==> src/rtl/cmd_pkg.sv <==
package cmd_pkg;

  // command codes
  localparam logic [7:0] CMD_PAGE_WRITE = 8'h07;
  localparam logic [7:0] CMD_ENCRYPT = 8'h08;

  // argument byte positions
  localparam int ARG_PW_PAGE = 'h00;
  localparam int ARG_PW_COUNT = 'h01;
  localparam int ARG_PW_OFFSET = 'h02;
  localparam int ARG_EN_KEY = 'h00;
  localparam int ARG_EN_IV = 'h01;
  localparam int ARG_EN_OFFSET = 'h02;
  localparam int ARG_EN_COUNT = 'h03;

  // result codes
  localparam logic [7:0] RESULT_OK = 8'h00;
  localparam logic [7:0] RESULT_ERR = 8'h01;
  localparam logic [7:0] RESULT_RESET = 8'h00;

  // sizes and limits
  localparam int PAGE_BYTES = 4;
  localparam int BLOCK_BYTES = 16;
  localparam int MIN_BLOCKS = 1;
  localparam int MAX_BLOCKS = 8;
  localparam logic [7:0] SEL_MAX = 8'h01;
  localparam int BUF_BYTES_DEFAULT = 256;

  // command sequencer states
  typedef enum logic [2:0] {
    ST_IDLE = 3'b000,
    ST_PW_LOAD = 3'b001,
    ST_PW_WAIT = 3'b010,
    ST_EN_LOAD = 3'b011,
    ST_EN_AES = 3'b100,
    ST_EN_STORE = 3'b101
  } state_type;

  localparam state_type STATE_RESET = ST_IDLE;

endpackage

==> src/rtl/buf_ram.sv <==
`timescale 1ns/1ns
// byte-wide single-port data buffer with registered read data
module buf_ram #(
  parameter int DEPTH = 256,
  parameter int AW = $clog2(DEPTH)
) (
  input wire logic clk,
  input wire logic en,
  input wire logic we,
  input wire logic [AW-1:0] addr,
  input wire logic [7:0] wdata,
  output logic [7:0] rdata
);

  logic [7:0] mem [DEPTH];

  // write or read on enable, read data registered
  always_ff @(posedge clk)
  begin
    if (en)
    begin
      if (we)
        mem[addr] <= wdata;
      rdata <= mem[addr];
    end
  end

endmodule

==> src/rtl/page_write_and_cbc_encrypt_cmd.sv <==
`timescale 1ns/1ns
module page_write_and_cbc_encrypt_cmd #(
  parameter int BUF_BYTES = cmd_pkg::BUF_BYTES_DEFAULT,
  parameter int AW = $clog2(BUF_BYTES)
) (
  input wire logic clk,
  input wire logic rst_n,
  input wire logic cmd_valid,
  output logic cmd_ready,
  input wire logic [7:0] cmd_code,
  input wire logic [7:0] cmd_arg0,
  input wire logic [7:0] cmd_arg1,
  input wire logic [7:0] cmd_arg2,
  input wire logic [7:0] cmd_arg3,
  output logic [7:0] result,
  output logic result_valid,
  output logic busy,
  input wire logic host_buf_en,
  input wire logic host_buf_we,
  input wire logic [AW-1:0] host_buf_addr,
  input wire logic [7:0] host_buf_wdata,
  output logic [7:0] host_buf_rdata,
  output logic tag_req,
  output logic [7:0] tag_page,
  output logic [31:0] tag_data,
  input wire logic tag_ack,
  input wire logic tag_ok,
  input wire logic [127:0] key0,
  input wire logic [127:0] key1,
  input wire logic [127:0] iv0,
  input wire logic [127:0] iv1,
  output logic aes_start,
  output logic [127:0] aes_key,
  output logic [127:0] aes_din,
  input wire logic aes_done,
  input wire logic [127:0] aes_dout
);

  typedef struct packed {
    cmd_pkg::state_type st;
    logic [AW-1:0] ptr;
    logic [3:0] idx;
    logic got;
    logic [7:0] cnt;
    logic [7:0] page;
    logic [127:0] data;
    logic [127:0] chain;
    logic [127:0] key;
    logic req;
    logic start;
    logic [7:0] result;
    logic rvalid;
  } regs_type;

  regs_type s;
  regs_type next_s;
  logic ram_en;
  logic ram_we;
  logic [AW-1:0] ram_addr;
  logic [7:0] ram_wdata;
  logic [7:0] ram_rdata;
  logic [15:0] pw_end;
  logic [15:0] en_end;
  logic pw_bad;
  logic en_bad;
  logic [127:0] loaded;
  localparam logic [3:0] PAGE_LAST = 4'(cmd_pkg::PAGE_BYTES - 1);
  localparam logic [3:0] BLOCK_LAST = 4'(cmd_pkg::BLOCK_BYTES - 1);
  localparam logic [AW-1:0] BLOCK_STEP = AW'(cmd_pkg::BLOCK_BYTES);
  // shift one buffer byte into the low end of the staging word
  function automatic logic [127:0] shift_in(input logic [127:0] w, input logic [7:0] b);
    shift_in = {w[119:0], b};
  endfunction
  ////////////////////////////////////////////////////////////////////////////
  // data buffer
  buf_ram #(
    .DEPTH(BUF_BYTES),
    .AW(AW)
  ) u_buf (
    .clk(clk),
    .en(ram_en),
    .we(ram_we),
    .addr(ram_addr),
    .wdata(ram_wdata),
    .rdata(ram_rdata)
  );
  ////////////////////////////////////////////////////////////////////////////
  // argument range checks
  always_comb
  begin
    pw_end = 16'(cmd_arg2) + 16'(cmd_arg1) * 16'(cmd_pkg::PAGE_BYTES);
    en_end = (16'(cmd_arg2) + 16'(cmd_arg3)) * 16'(cmd_pkg::BLOCK_BYTES);
    pw_bad = (cmd_arg1 == 8'h00) || (pw_end > 16'(BUF_BYTES));
    en_bad = (cmd_arg0 > cmd_pkg::SEL_MAX) || (cmd_arg1 > cmd_pkg::SEL_MAX)
      || (cmd_arg3 < 8'(cmd_pkg::MIN_BLOCKS)) || (cmd_arg3 > 8'(cmd_pkg::MAX_BLOCKS))
      || (en_end > 16'(BUF_BYTES));
    loaded = shift_in(s.data, ram_rdata);
  end
  ////////////////////////////////////////////////////////////////////////////
  // command sequencer
  always_comb
  begin
    next_s = s;
    next_s.rvalid = 1'b0;
    next_s.start = 1'b0;
    ram_en = 1'b0;
    ram_we = 1'b0;
    ram_addr = s.ptr;
    ram_wdata = s.data[127:120];
    case (s.st)
      cmd_pkg::ST_IDLE:
      begin
        // host owns the buffer while idle
        ram_en = host_buf_en;
        ram_we = host_buf_we;
        ram_addr = host_buf_addr;
        ram_wdata = host_buf_wdata;
        if (cmd_valid)
        begin
          next_s.idx = 4'h0;
          next_s.got = 1'b0;
          next_s.rvalid = 1'b1;
          next_s.result = cmd_pkg::RESULT_ERR;
          if (cmd_code == cmd_pkg::CMD_PAGE_WRITE)
          begin
            if (!pw_bad)
            begin
              next_s.rvalid = 1'b0;
              next_s.page = cmd_arg0;
              next_s.cnt = cmd_arg1;
              next_s.ptr = AW'(cmd_arg2);
              next_s.st = cmd_pkg::ST_PW_LOAD;
            end
          end
          else if (cmd_code == cmd_pkg::CMD_ENCRYPT)
          begin
            if (!en_bad)
            begin
              next_s.rvalid = 1'b0;
              next_s.key = cmd_arg0[0] ? key1 : key0;
              next_s.chain = cmd_arg1[0] ? iv1 : iv0;
              next_s.ptr = AW'(16'(cmd_arg2) * 16'(cmd_pkg::BLOCK_BYTES));
              next_s.cnt = cmd_arg3;
              next_s.st = cmd_pkg::ST_EN_LOAD;
            end
          end
        end
      end
      cmd_pkg::ST_PW_LOAD:
      begin
        // two cycles per byte: issue read, then take registered data
        ram_en = !s.got;
        next_s.got = !s.got;
        if (s.got)
        begin
          next_s.data = loaded;
          next_s.ptr = s.ptr + 1'b1;
          next_s.idx = s.idx + 1'b1;
          if (s.idx == PAGE_LAST)
          begin
            next_s.idx = 4'h0;
            next_s.req = 1'b1;
            next_s.st = cmd_pkg::ST_PW_WAIT;
          end
        end
      end
      cmd_pkg::ST_PW_WAIT:
      begin
        if (tag_ack)
        begin
          next_s.req = 1'b0;
          if (!tag_ok)
          begin
            next_s.result = cmd_pkg::RESULT_ERR;
            next_s.rvalid = 1'b1;
            next_s.st = cmd_pkg::ST_IDLE;
          end
          else if (s.cnt > 8'h01)
          begin
            next_s.cnt = s.cnt - 1'b1;
            next_s.page = s.page + 1'b1;
            next_s.st = cmd_pkg::ST_PW_LOAD;
          end
          else
          begin
            next_s.result = cmd_pkg::RESULT_OK;
            next_s.rvalid = 1'b1;
            next_s.st = cmd_pkg::ST_IDLE;
          end
        end
      end
      cmd_pkg::ST_EN_LOAD:
      begin
        ram_en = !s.got;
        next_s.got = !s.got;
        if (s.got)
        begin
          next_s.data = loaded;
          next_s.ptr = s.ptr + 1'b1;
          next_s.idx = s.idx + 1'b1;
          if (s.idx == BLOCK_LAST)
          begin
            next_s.idx = 4'h0;
            next_s.data = loaded ^ s.chain;
            next_s.start = 1'b1;
            next_s.st = cmd_pkg::ST_EN_AES;
          end
        end
      end
      cmd_pkg::ST_EN_AES:
      begin
        if (aes_done)
        begin
          next_s.data = aes_dout;
          next_s.chain = aes_dout;
          next_s.ptr = s.ptr - BLOCK_STEP;
          next_s.st = cmd_pkg::ST_EN_STORE;
        end
      end
      cmd_pkg::ST_EN_STORE:
      begin
        // write ciphertext back over the block just read
        ram_en = 1'b1;
        ram_we = 1'b1;
        next_s.data = {s.data[119:0], 8'h00};
        next_s.ptr = s.ptr + 1'b1;
        next_s.idx = s.idx + 1'b1;
        if (s.idx == BLOCK_LAST)
        begin
          next_s.idx = 4'h0;
          if (s.cnt > 8'h01)
          begin
            next_s.cnt = s.cnt - 1'b1;
            next_s.st = cmd_pkg::ST_EN_LOAD;
          end
          else
          begin
            next_s.result = cmd_pkg::RESULT_OK;
            next_s.rvalid = 1'b1;
            next_s.st = cmd_pkg::ST_IDLE;
          end
        end
      end
      default: next_s.st = cmd_pkg::ST_IDLE;
    endcase
  end

  // state register
  always_ff @(posedge clk)
  begin
    if (!rst_n)
    begin
      s <= '0;
      s.st <= cmd_pkg::STATE_RESET;
      s.result <= cmd_pkg::RESULT_RESET;
    end
    else
      s <= next_s;
  end

  // outputs
  assign cmd_ready = (s.st == cmd_pkg::ST_IDLE);
  assign busy = (s.st != cmd_pkg::ST_IDLE);
  assign result = s.result;
  assign result_valid = s.rvalid;
  assign host_buf_rdata = ram_rdata;
  assign tag_req = s.req;
  assign tag_page = s.page;
  assign tag_data = s.data[31:0];
  assign aes_start = s.start;
  assign aes_key = s.key;
  assign aes_din = s.data;
  ////////////////////////////////////////////////////////////////////////////
  // checks
  a_pw_decode: assert property (@(posedge clk) disable iff (!rst_n)
    cmd_ready && cmd_valid && cmd_code == cmd_pkg::CMD_PAGE_WRITE && !pw_bad
    |=> s.st == cmd_pkg::ST_PW_LOAD && tag_page == $past(cmd_arg0) ##[7:8] tag_req)
    else $error("page write not started");
  a_en_decode: assert property (@(posedge clk) disable iff (!rst_n)
    cmd_ready && cmd_valid && cmd_code == cmd_pkg::CMD_ENCRYPT && !en_bad
    |=> s.st == cmd_pkg::ST_EN_LOAD ##[32:33] aes_start)
    else $error("encryption not started");
  a_pw_next_page: assert property (@(posedge clk) disable iff (!rst_n)
    s.st == cmd_pkg::ST_PW_WAIT && tag_ack && tag_ok && s.cnt > 8'h01
    |=> tag_page == $past(tag_page) + 8'h01 && !tag_req ##8 tag_req)
    else $error("next page not written");
  a_pw_fail_stop: assert property (@(posedge clk) disable iff (!rst_n)
    s.st == cmd_pkg::ST_PW_WAIT && tag_ack && !tag_ok
    |=> result_valid && result == cmd_pkg::RESULT_ERR && !tag_req && !busy ##1 !tag_req)
    else $error("failed write not reported");
  a_pw_ok_last: assert property (@(posedge clk) disable iff (!rst_n)
    s.st == cmd_pkg::ST_PW_WAIT && tag_ack && tag_ok && s.cnt == 8'h01
    |=> result_valid && result == cmd_pkg::RESULT_OK)
    else $error("no-error result missing");
  a_bad_args: assert property (@(posedge clk) disable iff (!rst_n)
    cmd_ready && cmd_valid && ((cmd_code == cmd_pkg::CMD_ENCRYPT && en_bad)
    || (cmd_code == cmd_pkg::CMD_PAGE_WRITE && pw_bad))
    |=> result_valid && result == cmd_pkg::RESULT_ERR && !busy && !tag_req && !aes_start)
    else $error("bad arguments not refused");
  a_key_stable: assert property (@(posedge clk) disable iff (!rst_n)
    s.st != cmd_pkg::ST_IDLE && $past(s.st) != cmd_pkg::ST_IDLE
    && s.st >= cmd_pkg::ST_EN_LOAD |-> $stable(aes_key))
    else $error("key changed inside command");
  a_chain_load: assert property (@(posedge clk) disable iff (!rst_n)
    s.st == cmd_pkg::ST_EN_AES && aes_done
    |=> s.chain == $past(aes_dout) && ram_we && ram_wdata == $past(aes_dout[127:120]))
    else $error("ciphertext not chained");
  a_store_place: assert property (@(posedge clk) disable iff (!rst_n)
    s.st == cmd_pkg::ST_EN_AES && aes_done
    |=> ram_addr == $past(s.ptr) - BLOCK_STEP [*1] ##15 s.st == cmd_pkg::ST_EN_STORE)
    else $error("ciphertext stored out of place");
  a_start_pulse: assert property (@(posedge clk) disable iff (!rst_n)
    aes_start |=> !aes_start && s.st == cmd_pkg::ST_EN_AES)
    else $error("cipher start not a single pulse");
endmodule

==> config.mk <==
export PLATFORM = sky130hd
export DESIGN_NAME = page_write_and_cbc_encrypt_cmd
export DESIGN_NICKNAME = d
export VERILOG_FILES = /design/src/rtl/cmd_pkg.sv /design/src/rtl/buf_ram.sv /design/src/rtl/page_write_and_cbc_encrypt_cmd.sv
export SDC_FILE = /design/constraint.sdc
export NUM_CORES = 2
export LEC_CHECK = 0
export ABC_AREA = 1
export BUFFER_PORTS_ARGS = -buffer_cell sky130_fd_sc_hd__buf_4
export CORE_MARGIN = 2
export CORE_UTILIZATION = 41
export CTS_CLUSTER_DIAMETER = 150
export DETAILED_ROUTE_END_ITERATION = 8
export PLACE_DENSITY = 0.56
export SYNTH_ARGS = -nofsm -noshare
export SYNTH_HDL_FRONTEND = slang
export SYNTH_SLANG_ARGS = --single-unit
==> constraint.sdc <==
create_clock -name clk -period 9.45 [get_ports clk]
set_input_delay 0.4725 -clock clk [delete_from_list [all_inputs] [get_ports clk]]
set_output_delay 0.4725 -clock clk [all_outputs]
set_load 0.1 [all_outputs]
### After elaboration in Yosys (flattened, before gate mapping)

Memory sizes are Yosys's and may differ from the RTL's. A register that Yosys moved wholly into a read port is not among the register bits.
Cells that the tools add are included.

* register bits: 427
* RAM bits: 2048
* input port bits: 704
* output and inout bits: 317
* word-level logic and storage cells: 156
* memories kept: 1

* add/subtract/negate cells: 7
* order comparisons: 7
* equal/unequal tests: 28
* mux-type cells: 67
* bitwise operators: 3
* reductions and logical operators: 30

Memory list
* u_buf.mem: words 256, bits a word 8, rd ports 1, clocked after memory_dff 1, wr ports 1, line buf_ram.sv:15 `logic [7:0] mem [DEPTH];`

Operators with widths (number)
* 2-to-1 mux 256 bit: 5
* 2-to-1 mux 128 bit: 5
* one-hot mux 128 bit (4 select lines): 1
* one-hot mux 128 bit (2 select lines): 1
* bitwise XOR 128 bit: 1
* 2-to-1 mux 16 bit: 4
* 2-to-1 mux 8 bit: 8
* 2-to-1 mux 11 bit: 5
* 2-to-1 mux 9 bit: 5
* one-hot mux 8 bit (5 select lines): 1
* 2-to-1 mux 32 bit: 1
* 2-to-1 mux 15 bit: 2
* != test 2 bit (second input constant): 14
* one-hot mux 9 bit (3 select lines): 1
* > comparator 8 x 1 -> 1 bit (second input constant): 3
* one-hot mux 8 bit (3 select lines): 1
* one-hot mux 3 bit (6 select lines): 1
* adder 8 x 1 -> 8 bit (second input constant): 2
* one-hot mux 4 bit (4 select lines): 1
* one-hot mux 8 bit (2 select lines): 1
* AND reduction 4 bit: 4
* > comparator 13 x 9 -> 1 bit (second input constant): 1
* 2-to-1 mux 1 bit: 13
* 2-to-1 mux 3 bit: 4
* 41 further kinds: 57

### Logic depth before layout (Yosys ltp)

* word-level depth: 10
* depth in mapped cells: 20
* gate-level depth less buffers: 16

### By module

A second synthesis with hierarchy kept.

* cells, all modules: 11842
* area total of the unflattened synthesis: 111421.9 µm²

Modules (own cells, without submodules)
* buf_ram: times used 1, cells each 7798, area each 84735.0 µm², sequential area each 61739.2 µm²
* page_write_and_cbc_encrypt_cmd: times used 1, cells each 4044, area each 26686.8 µm², sequential area each 8548.2 µm²

### Worst setup path after synthesis

Ideal clock, no wire load.

* path type: reg-to-reg
* from: register s[426] (netlist bit)
* to: memory u_buf.mem[0][0], data pin
* setup time: 0.822 ns
* arrival time: 5.065 ns
* required time: 8.628 ns
* setup slack: 3.564 ns
* stages on the path, launching flop included: 9
* path buffers: 3
* clock period less this slack: 5.886 ns
* path through: dfxtp_1 > buf_4 > nor2_4 > nand2_4 > buf_6 > inv_2 > clkbuf_1 > nand2_1 > nand2_1

* word-level cells in the longest chain between the ends: 2

RTL lines
* start, declared: line page_write_and_cbc_encrypt_cmd.sv:55 `regs_type s;`
* start signal, assigned: line page_write_and_cbc_encrypt_cmd.sv:258 `s <= next_s;`
* zero test 3 bit
* net cmd_ready: line page_write_and_cbc_encrypt_cmd.sv:9 `output logic cmd_ready,`
* 2-to-1 mux 8 bit: line page_write_and_cbc_encrypt_cmd.sv:110 `case (s.st)`
* net ram_wdata[0]: line page_write_and_cbc_encrypt_cmd.sv:60 `logic [7:0] ram_wdata;`
* end, declared: line buf_ram.sv:15

The timed path passes the listed nets, and every way through them passes these cells.

### Worst setup path in the final report

* from: register s[426] (netlist bit)
* to: register u_buf.rdata[3] (read register of u_buf.mem), data pin

* word-level cells in the longest chain between the ends: 3
* elaborated cells on any way between the ends: 7
* classes of those cells: 3 x eq/ne; 2 x mux; 2 x reduce/logical

RTL lines
* equality test 3 x 2 -> 1 bit or equality test 3 x 1 -> 1 bit (tied branches): line page_write_and_cbc_encrypt_cmd.sv:110
* OR reduction 2 bit (no line)
* one-hot mux 1 bit (3 select lines): line page_write_and_cbc_encrypt_cmd.sv:110
* end, declared: line buf_ram.sv:12 `output logic [7:0] rdata`

Parallel ways exist; a longest one is shown, timed or not.
A chain may end at the register's enable or synchronous reset.

==> results by group <==
Logic synthesis
  – Post-Synthesis Cell Area: 113000 sq um
  – Top cell type's share of synthesized area: 0.545
  – Seq/Total Area, Yosys: 0.620
  – Largest family of logic cells by synthesized area: simple AND/OR/NAND/NOR gates
  – Post-Synth Simple-Gate Area: 0.264
  – Gate Count Post-Synth: 12.5k
  – Area leader, netlist: edfxtp_1
  – Post-synth cell types: 50
  – Xor/xnor cell area share of the yosys netlist: 0.00108
  – Synth cell count leaders: nand2_1 (5857), edfxtp_1 (2056), nor2_1 (1125), nand3_1 (581), dfxtp_1 (427)
  – Synth Net Count: 13.2k
  – EDFF count, synth: 2056
  – Top post-synthesis cells by area: edfxtp_1 (54%), nand2_1 (19%), dfxtp_1 (7.5%), nor2_1 (3.7%), nand3_1 (2.6%)
  – Mapped Avg Cell Area: 9.07 sq um
  – Count leader, synth: nand2_1
  – Synthesis Warnings: 0
  – Multiplexer share of the synthesized area: 0.0127
  – Ys flop type: edfxtp_1
  – Post-Synth Adder-Cell Area: 0.00267
  – Asr flop ratio synth: 0
  – Compound-Gate Fraction of Synth Area: 0.0420
  – Synth Register Bits: 2483

Min path
  – Hold crit path type: input port to flip-flop
  – Critical hold path startpoint: key0[18]

Power
  – Leak Pwr: 53.7 nW
  – VDD IR max: 0.138 mV
  – Comb pwr share: 0.077
  – PwrDens: 185 nW/um^2
  – Sw power: 5.89 mW
  – Clk network pwr share: 0.440
  – Sequential share of power: 0.483
  – Pint: 18.7 mW
  – Switching part of the total: 0.239

Clocking
  – Postcts setup bufs: 0
  – CTS tree: done
  – CTS Sinks: 2483
  – Clk slew on worst S/H paths: 0.06 ns
  – TritonCTS Buffers: 281
  – Post_cts resized: 0
  – Clock Tree Root: clkbuf_16
  – CTS H-tree depth: 5
  – Max Root-Sink Buffers: 4
  – Clk_lat worst skew: 0.91 ns

Routing
  – Vias post-DR: 92.6k
  – Residual DRC: 0
  – ANT nets after route: 0
  – DR vias/cell: 5.41
  – Initial DRC Count: 10.4k
  – Final WL: 475 mm
  – DRT Pass-1 Iters: 6
  – Wire per inst: 27.8 um

Placement
  – DP Cell Count: 16.3k
  – Final GP Congestion: 1.08
  – HPWL Detailed: 318 mm
  – PortBufs: 1020

Finish
  – Multi-input gate area: 36800 sq um
  – Synthesis-to-finish area growth: 17.4%
  – Nets: 13.9k
  – FF/Latch Area: 70300 sq um
  – Number of fill cells: 26.1k
  – Post-Layout Cell Count: 17.1k
  – Ratio of cells with drive above 1 in the final layout: 0.132

STA
  – TNS Setup: 0 ns
  – Final setup fails: 0
  – Clock skew: 0.0750 ns
  – Max Freq: 0.182 GHz
  – Crit path time final: 5.48 ns
  – Slew Limit Headroom: 0.176
  – Unrepaired setup endpoints after global routing: false
  – Hold Vio Cnt, Final: 0
  – Period utilization: 0.580
  – Worst Tran Pin Value: 1.24 ns
  – Slew Limit Fails: 0

Die
  – Die ar.: 281000 sq um
  – Chip height: 530 um
  – Initial core utilization: 0.411
  – I/O pins: 1021
  – Die Width: 530 um
  – Core area: 276000 sq um
  – Row count: 193

Critical path
  – WS Path Type: flip-flop to flip-flop
  – Crit end category: flip-flop
  – Required time worst endpoint: 10.09 ns
  – CP startpoint kind: flip-flop
  – Worst-path fanout max: 79
  – Crit path from: s[426]
  – Crit path arrival time: 6.12 ns
  – Critical R2R Launch: s[426]

GRT
  – GRT Total Usage: 0.329
  – Gr ovfl total: 0
  – Initial antenna violation count: 144
  – Maximum number of pins on one net before global-route repair: 167
  – Vias in the first global route: 87.4k
  – Global-route wire length before repair: 660 mm

Run
  – Number of max-cap violations: 0

Outcome
  – Outcome: completed
==> path summary, 6_finish.rpt <==
path         depth (start not counted)        endpoint  slack, ns
max reg2reg                         18  u_buf.rdata[3]       3.97
max                                 18  u_buf.rdata[3]       3.97
min                                  4     aes_key[18]       0.05
min reg2reg                          2       result[4]       0.43
==> state kept, by name (all words and copies together), names as in the netlist <==
| signal | cells |
|---|---|
| aes_start | 1 |
| aes_key | 128 |
| result | 8 |
| tag_req | 1 |
| u_buf.mem | 2048 |
| result_valid | 1 |
| tag_page | 8 |
| aes_din | 128 |
| s | 152 |
| u_buf.rdata | 8 |
==> placed cells by master, fill, tap and decap left out, types with 22 or more instances in the layout <==
cell	instances
nand2_1	5847
edfxtp_1	2056
buf_4	1132
nor2_1	1121
nand3_1	579
dfxtp_1	427
o21ai_0	420
inv_1	290
clkbuf_16	288
a21oi_1	250
dlygate4sd3_1	230
mux2_2	128
o2111ai_1	120
diode_2	65
clkbuf_1	55
nand4_1	52
clkinv_1	44
clkinv_2	38
bufinv_16	22
==> metrics by stage <==
step	instance area, sq um	worst slack, ns	util	power [mW]	hold slack [ns]
2_1_floorplan	113000	3.56	-	13.0	0.415
3_3_place_gp	122000	4.02	0.441	13.9	0.422
3_5_place_dp	122000	3.98	0.441	13.9	0.425
4_1_cts	133000	4.02	0.482	24.7	0.000272
5_1_grt	133000	3.78	0.482	25.2	0.0354
6_report	133000	3.97	0.483	24.6	0.0459
==> cell families (layout without fill, tap and decap cells) <==
group / after synthesis / after routing
and+or+nand+nor: 7682 / 7682
DFF: 2483 / 2483
other: 0 / 65
muxes: 128 / 128
xor gates and xnor gates: 14 / 14
buffers and inverters: 1320 / 2181
AOI/OAI and AO/OA: 841 / 841
adders and majority gates: 23 / 23
==> power by group through the flow <==
stage	sequential (mW)	combinational, mW	clock (mW)
after floorplan	12.2	0.839	0
after global placement	12.1	1.78	0
after detailed placement	12.1	1.78	0
after CTS	11.9	1.88	11.0
after global routing	11.9	2.02	11.3
final	11.9	1.90	10.8
==> final cells by class <==
| class | count | share of cell area |
|---|---|---|
| antenna | 65 | 0.00122 |
| clock buffer | 356 | 0.0570 |
| clock inverter | 129 | 0.00987 |
| inverter | 317 | 0.00908 |
| multi-input combinational | 8688 | 0.276 |
| sequential | 2483 | 0.528 |
| tap | 3705 | 0.0348 |
| timing repair buffer | 1379 | 0.0837 |
==> metal layers <==
| metal | wire (um) | global-route usage | vias to the layer above |
|---|---|---|---|
| li1 | - | - | 42000 |
| met1 | 194000 | 0.441 | 45200 |
| met2 | 213000 | 0.503 | 4462 |
| met3 | 44400 | 0.0759 | 847 |
| met4 | 23600 | 0.157 | 40 |
| met5 | 254 | 0 | - |
==> critical path, stage by stage (launching register included) <==
cell and delay, ns:
dfxtp_1 0.50, nor2_4 0.10, nand2_4 0.36, nand2_2 0.45
nand2_8 0.62, buf_4 0.58, nor2_4 0.12, buf_4 0.35
buf_4 0.43, nand2_1 0.14, nand3_1 0.11, nand2_1 0.08
nand2_1 0.10, nor2_1 0.19, nor2_1 0.06, nor2_1 0.32
nand2_1 0.21, nor2_1 0.19, nand3_1 0.10
==> repair_timing <==
item / in CTS / in global routing
hold buffers: 230 / 0
endpoints found under the setup margin: 0 / 0
hold endpoints to repair: 226 / 0
Power figures use the tool's default switching activity.
